**src/inc/ttcu_pkg.sv**
```systemverilog
package ttcu_pkg;
    // ------------------------------------------------------------------
    // Register offsets
    // ------------------------------------------------------------------
    localparam logic [3:0] ADDR_TIMER_CONTROL_REG = 4'h0;
    localparam logic [3:0] ADDR_TIMER_MODE_REG = 4'h1;
    localparam logic [3:0] ADDR_T0_LO = 4'h2;
    localparam logic [3:0] ADDR_T0_HI = 4'h3;
    localparam logic [3:0] ADDR_T1_LO = 4'h4;
    localparam logic [3:0] ADDR_T1_HI = 4'h5;
    localparam logic [3:0] ADDR_TIMER2_CONTROL = 4'h6;
    localparam logic [3:0] ADDR_U2SEL = 4'h7;
    localparam logic [3:0] ADDR_CAP_LO = 4'h8;
    localparam logic [3:0] ADDR_CAP_HI = 4'h9;
    localparam logic [3:0] ADDR_T2_LO = 4'ha;
    localparam logic [3:0] ADDR_T2_HI = 4'hb;
    // ------------------------------------------------------------------
    // Field positions
    // ------------------------------------------------------------------
    localparam int TC_TF1 = 7;
    localparam int TC_TR1 = 6;
    localparam int TC_TF0 = 5;
    localparam int TC_TR0 = 4;
    localparam int NIB_T0 = 0;
    localparam int NIB_T1 = 4;
    localparam int NIB_GATE = 3;
    localparam int NIB_CT = 2;
    localparam int T2_TF = 7;
    localparam int T2_EXF = 6;
    localparam int T2_RCLK = 5;
    localparam int T2_UART1_TX_CLOCK_SEL = 4;
    localparam int T2_EXEN = 3;
    localparam int T2_TR = 2;
    localparam int T2_CT = 1;
    localparam int T2_CPRL = 0;
    localparam int U2_RX = 5;
    localparam int U2_TX = 4;
    localparam logic [1:0] MODE_13BIT = 2'h0;
    localparam logic [1:0] MODE_16BIT = 2'h1;
    localparam logic [1:0] MODE_RELOAD = 2'h2;
    localparam logic [1:0] MODE_SPLIT = 2'h3;
    // ------------------------------------------------------------------
    // Pin indices and reset value
    // ------------------------------------------------------------------
    localparam int PIN_T0 = 0;
    localparam int PIN_T1 = 1;
    localparam int PIN_T2 = 2;
    localparam int PIN_TRIG = 3;
    localparam int PIN_IRQA = 4;
    localparam int PIN_IRQB = 5;
    localparam int NUM_PINS = 6;
    localparam logic [7:0] RST_BYTE = 8'h00;
endpackage

```
**src/ttcu_top.sv**
```systemverilog
// Implementation choices: the plain strobed port and the register offsets.
`timescale 1ns/10ps
`default_nettype none
module ttcu_top
    import ttcu_pkg::*;
(
    // Clock and reset
    input wire logic core_clk,
    input wire logic rst_n,
    // Register port
    input wire logic [3:0] reg_addr,
    input wire logic [7:0] reg_wdata,
    input wire logic reg_wr,
    input wire logic reg_rd,
    output logic [7:0] reg_rdata,
    // External pins
    input wire logic t0_count_pin,
    input wire logic t1_count_pin,
    input wire logic t2_count_pin,
    input wire logic t2_trigger_pin,
    input wire logic ext_irq_pin_a,
    input wire logic ext_irq_pin_b,
    // Interrupt requests
    output logic t0_irq_req,
    output logic t1_irq_req,
    output logic t2_irq_req,
    // Overflow and baud ticks
    output logic t1_overflow_pulse,
    output logic t2_overflow_pulse,
    output logic uart1_rx_baud_tick,
    output logic uart1_tx_baud_tick,
    output logic uart2_rx_baud_tick,
    output logic uart2_tx_baud_tick
);
    // ------------------------------------------------------------------
    // State
    // ------------------------------------------------------------------
    typedef struct packed {
        logic [NUM_PINS-1:0] pin_s1;
        logic [NUM_PINS-1:0] pin_s2;
        logic [NUM_PINS-1:0] pin_s3;
        logic t1_overflow_flag;
        logic t1_run_bit;
        logic t0_overflow_flag;
        logic t0_run_bit;
        logic [7:0] timer_mode;
        logic [7:0] t0_low_byte;
        logic [7:0] t0_high_byte;
        logic [7:0] t1_low_byte;
        logic [7:0] t1_high_byte;
        logic [7:0] timer2_control;
        logic uart2_rx_clock_sel;
        logic uart2_tx_clock_sel;
        logic [7:0] capture_reload_low;
        logic [7:0] capture_reload_high;
        logic [7:0] t2_low_byte;
        logic [7:0] t2_high_byte;
        logic [7:0] rdata;
        logic t1_ovf_p;
        logic t2_ovf_p;
        logic [3:0] baud_p;
    } ttcu_state_s;

    ttcu_state_s st_reg;
    ttcu_state_s st_next;

    // One count step of timer 0 or 1, result is {overflow, high, low}.
    function automatic logic [16:0] t01_step(input logic [1:0] mode,
                                             input logic [7:0] lo,
                                             input logic [7:0] hi);
        logic [16:0] res;
        res = {1'b0, hi, lo};
        case (mode)
            MODE_13BIT: begin
                // Upper three low bits are left as they are.
                if (lo[4:0] == 5'h1f) begin
                    res[16] = (hi == 8'hff);
                    res[15:8] = hi + 8'h01;
                    res[7:0] = {lo[7:5], 5'h00};
                end else begin
                    res[7:0] = {lo[7:5], lo[4:0] + 5'h01};
                end
            end
            MODE_16BIT: begin
                res[16] = ({hi, lo} == 16'hffff);
                res[15:0] = {hi, lo} + 16'h0001;
            end
            MODE_RELOAD: begin
                if (lo == 8'hff) begin
                    res[16] = 1'b1;
                    res[7:0] = hi;
                end else begin
                    res[7:0] = lo + 8'h01;
                end
            end
            default: begin
                res[16] = 1'b0;
            end
        endcase
        return res;
    endfunction

    // ------------------------------------------------------------------
    // Decoded controls
    // ------------------------------------------------------------------
    logic [NUM_PINS-1:0] pin_fall;
    logic [NUM_PINS-1:0] pin_lvl;
    logic [1:0] t0_mode;
    logic [1:0] t1_mode;
    logic t0_split;
    logic t0_en;
    logic t1_en;
    logic t0h_en;
    logic t2_baud;
    logic t2_en;
    logic t2_ovf;
    logic t2_trig;
    logic [16:0] t0_res;
    logic [16:0] t1_res;

    assign pin_lvl = st_reg.pin_s2;
    assign pin_fall = st_reg.pin_s3 & ~st_reg.pin_s2;
    assign t0_mode = st_reg.timer_mode[NIB_T0+1:NIB_T0];
    assign t1_mode = st_reg.timer_mode[NIB_T1+1:NIB_T1];
    assign t0_split = (t0_mode == MODE_SPLIT);
    // Gate qualification and counter-select for timer 0.
    assign t0_en = st_reg.t0_run_bit
        && (!st_reg.timer_mode[NIB_T0+NIB_GATE] || pin_lvl[PIN_IRQA])
        && (!st_reg.timer_mode[NIB_T0+NIB_CT] || pin_fall[PIN_T0]);
    // While timer 0 is split, timer 1 runs unless parked in its mode 3.
    assign t1_en = (st_reg.t1_run_bit || t0_split)
        && (!st_reg.timer_mode[NIB_T1+NIB_GATE] || pin_lvl[PIN_IRQB])
        && (!st_reg.timer_mode[NIB_T1+NIB_CT] || pin_fall[PIN_T1])
        && (t1_mode != MODE_SPLIT);
    assign t0h_en = t0_split && st_reg.t1_run_bit;
    assign t0_res = t01_step(t0_mode, st_reg.t0_low_byte,
                             st_reg.t0_high_byte);
    assign t1_res = t01_step(t1_mode, st_reg.t1_low_byte,
                             st_reg.t1_high_byte);
    assign t2_baud = st_reg.timer2_control[T2_RCLK]
        || st_reg.timer2_control[T2_UART1_TX_CLOCK_SEL]
        || st_reg.uart2_rx_clock_sel || st_reg.uart2_tx_clock_sel;
    assign t2_en = st_reg.timer2_control[T2_TR]
        && (!st_reg.timer2_control[T2_CT] || pin_fall[PIN_T2]);
    assign t2_ovf = t2_en
        && ({st_reg.t2_high_byte, st_reg.t2_low_byte} == 16'hffff);
    assign t2_trig = st_reg.timer2_control[T2_EXEN] && !t2_baud
        && pin_fall[PIN_TRIG];

    // ------------------------------------------------------------------
    // Next state
    // ------------------------------------------------------------------
    always_comb begin
        logic t1_ovf;
        logic [15:0] t2_cnt;
        t1_ovf = 1'b0;
        t2_cnt = {st_reg.t2_high_byte, st_reg.t2_low_byte};
        st_next = st_reg;
        st_next.pin_s1 = {ext_irq_pin_b, ext_irq_pin_a, t2_trigger_pin,
                          t2_count_pin, t1_count_pin, t0_count_pin};
        st_next.pin_s2 = st_reg.pin_s1;
        st_next.pin_s3 = st_reg.pin_s2;
        // Software writes land first; hardware flag sets win below.
        if (reg_wr) begin
            if (reg_addr == ADDR_TIMER_CONTROL_REG) begin
                st_next.t1_overflow_flag = reg_wdata[TC_TF1];
                st_next.t1_run_bit = reg_wdata[TC_TR1];
                st_next.t0_overflow_flag = reg_wdata[TC_TF0];
                st_next.t0_run_bit = reg_wdata[TC_TR0];
            end else if (reg_addr == ADDR_TIMER_MODE_REG) begin
                st_next.timer_mode = reg_wdata;
            end else if (reg_addr == ADDR_TIMER2_CONTROL) begin
                st_next.timer2_control = reg_wdata;
            end else if (reg_addr == ADDR_U2SEL) begin
                st_next.uart2_rx_clock_sel = reg_wdata[U2_RX];
                st_next.uart2_tx_clock_sel = reg_wdata[U2_TX];
            end else if (reg_addr == ADDR_CAP_LO) begin
                st_next.capture_reload_low = reg_wdata;
            end else if (reg_addr == ADDR_CAP_HI) begin
                st_next.capture_reload_high = reg_wdata;
            end
        end
        // Timer 0, either whole or split into two 8-bit halves.
        if (t0_split) begin
            if (t0_en) begin
                st_next.t0_low_byte = st_reg.t0_low_byte + 8'h01;
                if (st_reg.t0_low_byte == 8'hff) begin
                    st_next.t0_overflow_flag = 1'b1;
                end
            end
            if (t0h_en) begin
                st_next.t0_high_byte = st_reg.t0_high_byte + 8'h01;
                if (st_reg.t0_high_byte == 8'hff) begin
                    st_next.t1_overflow_flag = 1'b1;
                end
            end
        end else if (t0_en) begin
            st_next.t0_high_byte = t0_res[15:8];
            st_next.t0_low_byte = t0_res[7:0];
            if (t0_res[16]) begin
                st_next.t0_overflow_flag = 1'b1;
            end
        end
        // Timer 1 keeps ticking the UART even without its flag.
        if (t1_en) begin
            st_next.t1_high_byte = t1_res[15:8];
            st_next.t1_low_byte = t1_res[7:0];
            t1_ovf = t1_res[16];
            if (t1_res[16] && !t0_split) begin
                st_next.t1_overflow_flag = 1'b1;
            end
        end
        // Timer 2 count, rollover and trigger events.
        if (t2_en) begin
            if (t2_ovf) begin
                if (t2_baud || !st_reg.timer2_control[T2_CPRL]) begin
                    t2_cnt = {st_reg.capture_reload_high,
                              st_reg.capture_reload_low};
                end else begin
                    t2_cnt = 16'h0000;
                end
            end else begin
                t2_cnt = t2_cnt + 16'h0001;
            end
        end
        if (t2_trig) begin
            if (st_reg.timer2_control[T2_CPRL]) begin
                st_next.capture_reload_low = st_reg.t2_low_byte;
                st_next.capture_reload_high = st_reg.t2_high_byte;
            end else begin
                t2_cnt = {st_reg.capture_reload_high,
                          st_reg.capture_reload_low};
            end
        end
        st_next.t2_high_byte = t2_cnt[15:8];
        st_next.t2_low_byte = t2_cnt[7:0];
        // Count-byte writes override the count step of the same cycle.
        if (reg_wr) begin
            if (reg_addr == ADDR_T0_LO) begin
                st_next.t0_low_byte = reg_wdata;
            end else if (reg_addr == ADDR_T0_HI) begin
                st_next.t0_high_byte = reg_wdata;
            end else if (reg_addr == ADDR_T1_LO) begin
                st_next.t1_low_byte = reg_wdata;
            end else if (reg_addr == ADDR_T1_HI) begin
                st_next.t1_high_byte = reg_wdata;
            end else if (reg_addr == ADDR_T2_LO) begin
                st_next.t2_low_byte = reg_wdata;
            end else if (reg_addr == ADDR_T2_HI) begin
                st_next.t2_high_byte = reg_wdata;
            end
        end
        if (t2_ovf && !t2_baud) begin
            st_next.timer2_control[T2_TF] = 1'b1;
        end
        if (t2_trig) begin
            st_next.timer2_control[T2_EXF] = 1'b1;
        end
        st_next.t1_ovf_p = t1_ovf;
        st_next.t2_ovf_p = t2_ovf;
        st_next.baud_p = {
            st_reg.timer2_control[T2_RCLK] ? t2_ovf : t1_ovf,
            st_reg.timer2_control[T2_UART1_TX_CLOCK_SEL] ? t2_ovf : t1_ovf,
            st_reg.uart2_rx_clock_sel ? t2_ovf : t1_ovf,
            st_reg.uart2_tx_clock_sel ? t2_ovf : t1_ovf};
        // Read data stand only in the cycle after the strobe.
        st_next.rdata = RST_BYTE;
        if (reg_rd) begin
            if (reg_addr == ADDR_TIMER_CONTROL_REG) begin
                st_next.rdata = {st_reg.t1_overflow_flag, st_reg.t1_run_bit,
                                 st_reg.t0_overflow_flag, st_reg.t0_run_bit,
                                 4'h0};
            end else if (reg_addr == ADDR_TIMER_MODE_REG) begin
                st_next.rdata = st_reg.timer_mode;
            end else if (reg_addr == ADDR_T0_LO) begin
                st_next.rdata = st_reg.t0_low_byte;
            end else if (reg_addr == ADDR_T0_HI) begin
                st_next.rdata = st_reg.t0_high_byte;
            end else if (reg_addr == ADDR_T1_LO) begin
                st_next.rdata = st_reg.t1_low_byte;
            end else if (reg_addr == ADDR_T1_HI) begin
                st_next.rdata = st_reg.t1_high_byte;
            end else if (reg_addr == ADDR_TIMER2_CONTROL) begin
                st_next.rdata = st_reg.timer2_control;
            end else if (reg_addr == ADDR_U2SEL) begin
                st_next.rdata = {2'h0, st_reg.uart2_rx_clock_sel,
                                 st_reg.uart2_tx_clock_sel, 4'h0};
            end else if (reg_addr == ADDR_CAP_LO) begin
                st_next.rdata = st_reg.capture_reload_low;
            end else if (reg_addr == ADDR_CAP_HI) begin
                st_next.rdata = st_reg.capture_reload_high;
            end else if (reg_addr == ADDR_T2_LO) begin
                st_next.rdata = st_reg.t2_low_byte;
            end else if (reg_addr == ADDR_T2_HI) begin
                st_next.rdata = st_reg.t2_high_byte;
            end
        end
    end

    always_ff @(posedge core_clk) begin
        if (!rst_n) begin
            st_reg <= '0;
        end else begin
            st_reg <= st_next;
        end
    end

    // ------------------------------------------------------------------
    // Outputs
    // ------------------------------------------------------------------
    assign reg_rdata = st_reg.rdata;
    assign t0_irq_req = st_reg.t0_overflow_flag;
    assign t1_irq_req = st_reg.t1_overflow_flag;
    assign t2_irq_req = st_reg.timer2_control[T2_TF]
        || st_reg.timer2_control[T2_EXF];
    assign t1_overflow_pulse = st_reg.t1_ovf_p;
    assign t2_overflow_pulse = st_reg.t2_ovf_p;
    assign uart1_rx_baud_tick = st_reg.baud_p[3];
    assign uart1_tx_baud_tick = st_reg.baud_p[2];
    assign uart2_rx_baud_tick = st_reg.baud_p[1];
    assign uart2_tx_baud_tick = st_reg.baud_p[0];

    // ------------------------------------------------------------------
    // Assertions
    // ------------------------------------------------------------------
    logic wr_t0;
    logic wr_t1;
    logic wr_t2;
    assign wr_t0 = reg_wr
        && (reg_addr == ADDR_T0_LO || reg_addr == ADDR_T0_HI);
    assign wr_t1 = reg_wr
        && (reg_addr == ADDR_T1_LO || reg_addr == ADDR_T1_HI);
    assign wr_t2 = reg_wr
        && (reg_addr == ADDR_T2_LO || reg_addr == ADDR_T2_HI);
endmodule
`default_nettype wire

```
**config.mk**
```make
export PLATFORM = sky130hd
export DESIGN_NAME = ttcu_top
export DESIGN_NICKNAME = d
export VERILOG_FILES = /design/src/inc/ttcu_pkg.sv /design/src/ttcu_top.sv
export SDC_FILE = /design/constraint.sdc
export NUM_CORES = 1
export LEC_CHECK = 0
export BUFFER_PORTS_ARGS = -buffer_cell sky130_fd_sc_hd__clkbuf_2
export CORE_ASPECT_RATIO = 0.75
export CORE_MARGIN = 2
export CORE_UTILIZATION = 52
export DETAILED_ROUTE_END_ITERATION = 8
export MAX_ROUTING_LAYER = met4
export PLACE_DENSITY_LB_ADDON = 0.05
export SYNTH_ARGS = -nofsm -noshare
export SYNTH_HDL_FRONTEND = slang
export SYNTH_SLANG_ARGS = --single-unit
```
**constraint.sdc**
```tcl
create_clock -name core_clk -period 2.59 [get_ports core_clk]
set_input_delay 0.518 -clock core_clk [delete_from_list [all_inputs] [get_ports core_clk]]
set_output_delay 0.518 -clock core_clk [all_outputs]
set_load 0.02 [all_outputs]
```
==> run summary <==
Minimum clock period = 2.25 ns
Clock transition at path regs = 0.06 ns
Global-route total usage across every layer = 35.4%
Post-synth EDFFs = 0
FF+latch count, synth = 116
Switch Pwr = 0.00131 W
Post-CTS Setup Bufs = 0
Seq pwr share = 41.6%
Critical path required time = 2.90 ns
Core footprint = 13,100 um^2
Internal power = 0.00324 W
Fin. max-slew vios = 0
Cell Area, Synth = 7020 um^2
Post_cts resized = 0
CTS Root Cell = clkbuf_16
Setup crit end kind = register
Ant. Diodes = 0
Hold Path Class = in -> reg
Worst vdd ir = 0.540 mV
Skew final = 0.00771 ns
Cell variety after synth = 77
Post-DP HPWL = 17,800 um
Compound-gate portion of the synthesized area = 24.3%
# nets final = 934
# setup viols final = 0
Setup TNS = 0 ns
Register area share after synthesis = 33.1%
Largest net degree at the start of global routing = 33
Leak = 3.03 nW
Drt drc = 0
Layout Cells excl Fill = 1,089
Cells after Synth = 872
Status = complete, no violations
Worst-path maximum fanout = 17
Critical Path Start Type = register
CTS Sinks = 116
Fin Hold WS = 0.292 ns
Vias in the first global route = 6,579
Post-Route WL = 24,800 um
DR vias = 7,116
Critical path's largest stage delay = 1.02 ns
H-tree depth = 4
# Max-Cap Violations = 0
IO Pins = 39
Die Ht = 105 um
Crit share post-route = 86.9%
Row count = 36
Crit path launch = st_reg[102]
Total gr overflow = 0
Largest family of logic cells by synthesized area = compound AO/OA/AOI/OAI gates
Iteration-0 DRC count of the detailed router = 826
Num CTS Buffers = 17
Max FFs per register = 88
CTS Buffer Depth = 2
Crit path kind = reg -> reg
Number of hold buffers added after CTS = 0
Peak Freq = 444 MHz
Clock Latency Late Sink = 0.43 ns
Drt pass-1 iters = 8
Synth Area per Inst = 8.05 um^2
Share of layout cells above drive strength 1 = 16.6%
Syn_nets = 901
Unrepaired setup endpoints after global routing = false
Placed Instances = 1,057
WL/cell = 22.8 um
Post-synthesis simple-gate area fraction = 23.7%
First-pass GRT wire length = 38,700 um
Fillers = 1,209
Hold_sp = t2_trigger_pin
Worst Path Arrival = 2.56 ns
Mux contribution to synthesized area = 9.20%
Logic pwr share = 8.5%
Die W = 138 um
Share of the synthesized area in the top cell type = 33.1%
Leading area contributor after synthesis = dfxtp_1
Initial Util = 53.7%
Worst rel slew slack = 11.8%
Synth-to-Final Area Change = 14.3%
Crit-path cells = nor2b_1 > o21ai_1 > nor3_1 > xor2_1 > a22oi_1 > a21oi_1
Initial antenna violation count = 0
Port bufs = 38
Via density = 6.53
Fin. Hold Viols = 0
Post-synth ARST share = 0%
P per Cell Area = 566 nW/um^2
Total power = 0.00454 W
Synth Area in Adders = 1.25%
Clock Power Share = 49.9%
Sw Share = 28.7%
Crit-path slowest cell = o21ai_1
Antenna viol nets, final = 0
Slew @ Worst Pin = 1.31 ns
Die area = 14,500 um^2
CTS tree = yes
Primary FF master, synth = dfxtp_1
Critical R2R Launch = st_reg[102]
RD Place Congestion = 1.06
Yosys warns = 0
Synth Area in XOR/XNOR = 2.62%
Synth top area cells = dfxtp_1, mux2i_1, nand2_1, nor2_1, o21ai_0
==> synth_stat cells (5+ instances only) <==
master      n
dfxtp_1   116
nand2_1    83
nor2_1     75
o21ai_0    56
a21oi_1    54
mux2i_1    42
clkbuf_1   38
nand3_1    34
a211oi_1   26
inv_1      21
a31oi_1    19
and2_1     19
nor2b_1    19
nor3_1     18
buf_2      17
xnor2_1    14
a22oi_1    13
mux2_2     11
nand4_1    11
or3_1      11
and3_1     10
buf_4       9
o211ai_1    9
nand2b_1    8
ha_1        7
o21ai_1     7
xor2_1      7
buf_1       6
nor4_1      6
o211a_1     6
o221ai_1    6
a221oi_1    5
o22ai_1     5
==> power by group through the flow <==
stage / logic [W] / clock network (W) / registers (W)
2_1_floorplan: 0.000242 / 0 / 0.00191
3_3_place_gp: 0.000369 / 0 / 0.00193
3_5_place_dp: 0.000373 / 0 / 0.00193
4_1_cts: 0.000375 / 0.00228 / 0.00189
5_1_grt: 0.000415 / 0.00238 / 0.00190
6_report: 0.000384 / 0.00227 / 0.00189
==> routing by layer <==
metal  vias up  wire length [um]  global-route usage (%)
met5         -                 0                       -
li1       3274                 -                       -
met1      3362             11000                    49.7
met3        58              2760                    10.8
met4         0               813                    12.4
met2       422             10200                    47.9
==> kinds of logic (layout without fill, tap and decap cells) <==
kind of cell	Yosys count	in the layout
compound gates	252	252
xor+xnor	21	21
flops	116	116
mux	58	58
simple gates	324	324
fa+ha+maj	7	7
buf+inv	94	140
==> final timing paths <==
kind         slack (ns)            to  depth (start not counted)
max                0.34    st_reg[26]                          6
min                0.29  st_next[109]                          2
max reg2reg        0.34    st_reg[26]                          6
min reg2reg        0.43    pin_lvl[3]                          1
==> critical path, delay by kind of cell (launching register included) <==
kind                      cells  cell delay (ns)
AOI/OAI and AO/OA             3             1.26
xor gates and xnor gates      1             0.21
DFF                           1             0.30
and+or+nand+nor               2             0.36
==> area by class of cell <==
type | instances | area (um^2) | share of cell area (%)
multi-input cells | 662 | 4290 | 53.4
flip-flops and latches | 116 | 2320 | 28.9
repair buffers | 84 | 548 | 6.83
clock buffers | 17 | 425 | 5.30
well taps | 171 | 214 | 2.67
clock inverters | 15 | 136 | 1.70
inverters | 24 | 90.1 | 1.12
==> layout by cell type (no fill, tap or decap), drive strengths merged, types with 12 or more instances in the layout <==
cell type and count:
nand3 34, inv 35, xnor2 14, mux2 12
nor3 20, clkbuf 55, nor2b 19, and2 19
a31oi 19, o21ai 63, a21oi 54, nand2 83
a22oi 13, mux2i 42, dfxtp 116, nor2 76
buf 46, a211oi 29
==> stage by stage <==
stage	utilization, %	setup WS (ns)	cell area [um^2]
after floorplan	-	0.620	7020
final	61.4	0.340	8020
after CTS	61.4	0.385	8020
after global placement	57.1	0.225	7460
after detailed placement	57.1	0.313	7460
after global routing	61.4	0.155	8020
Note: power is estimated with default switching activity, not from simulation.
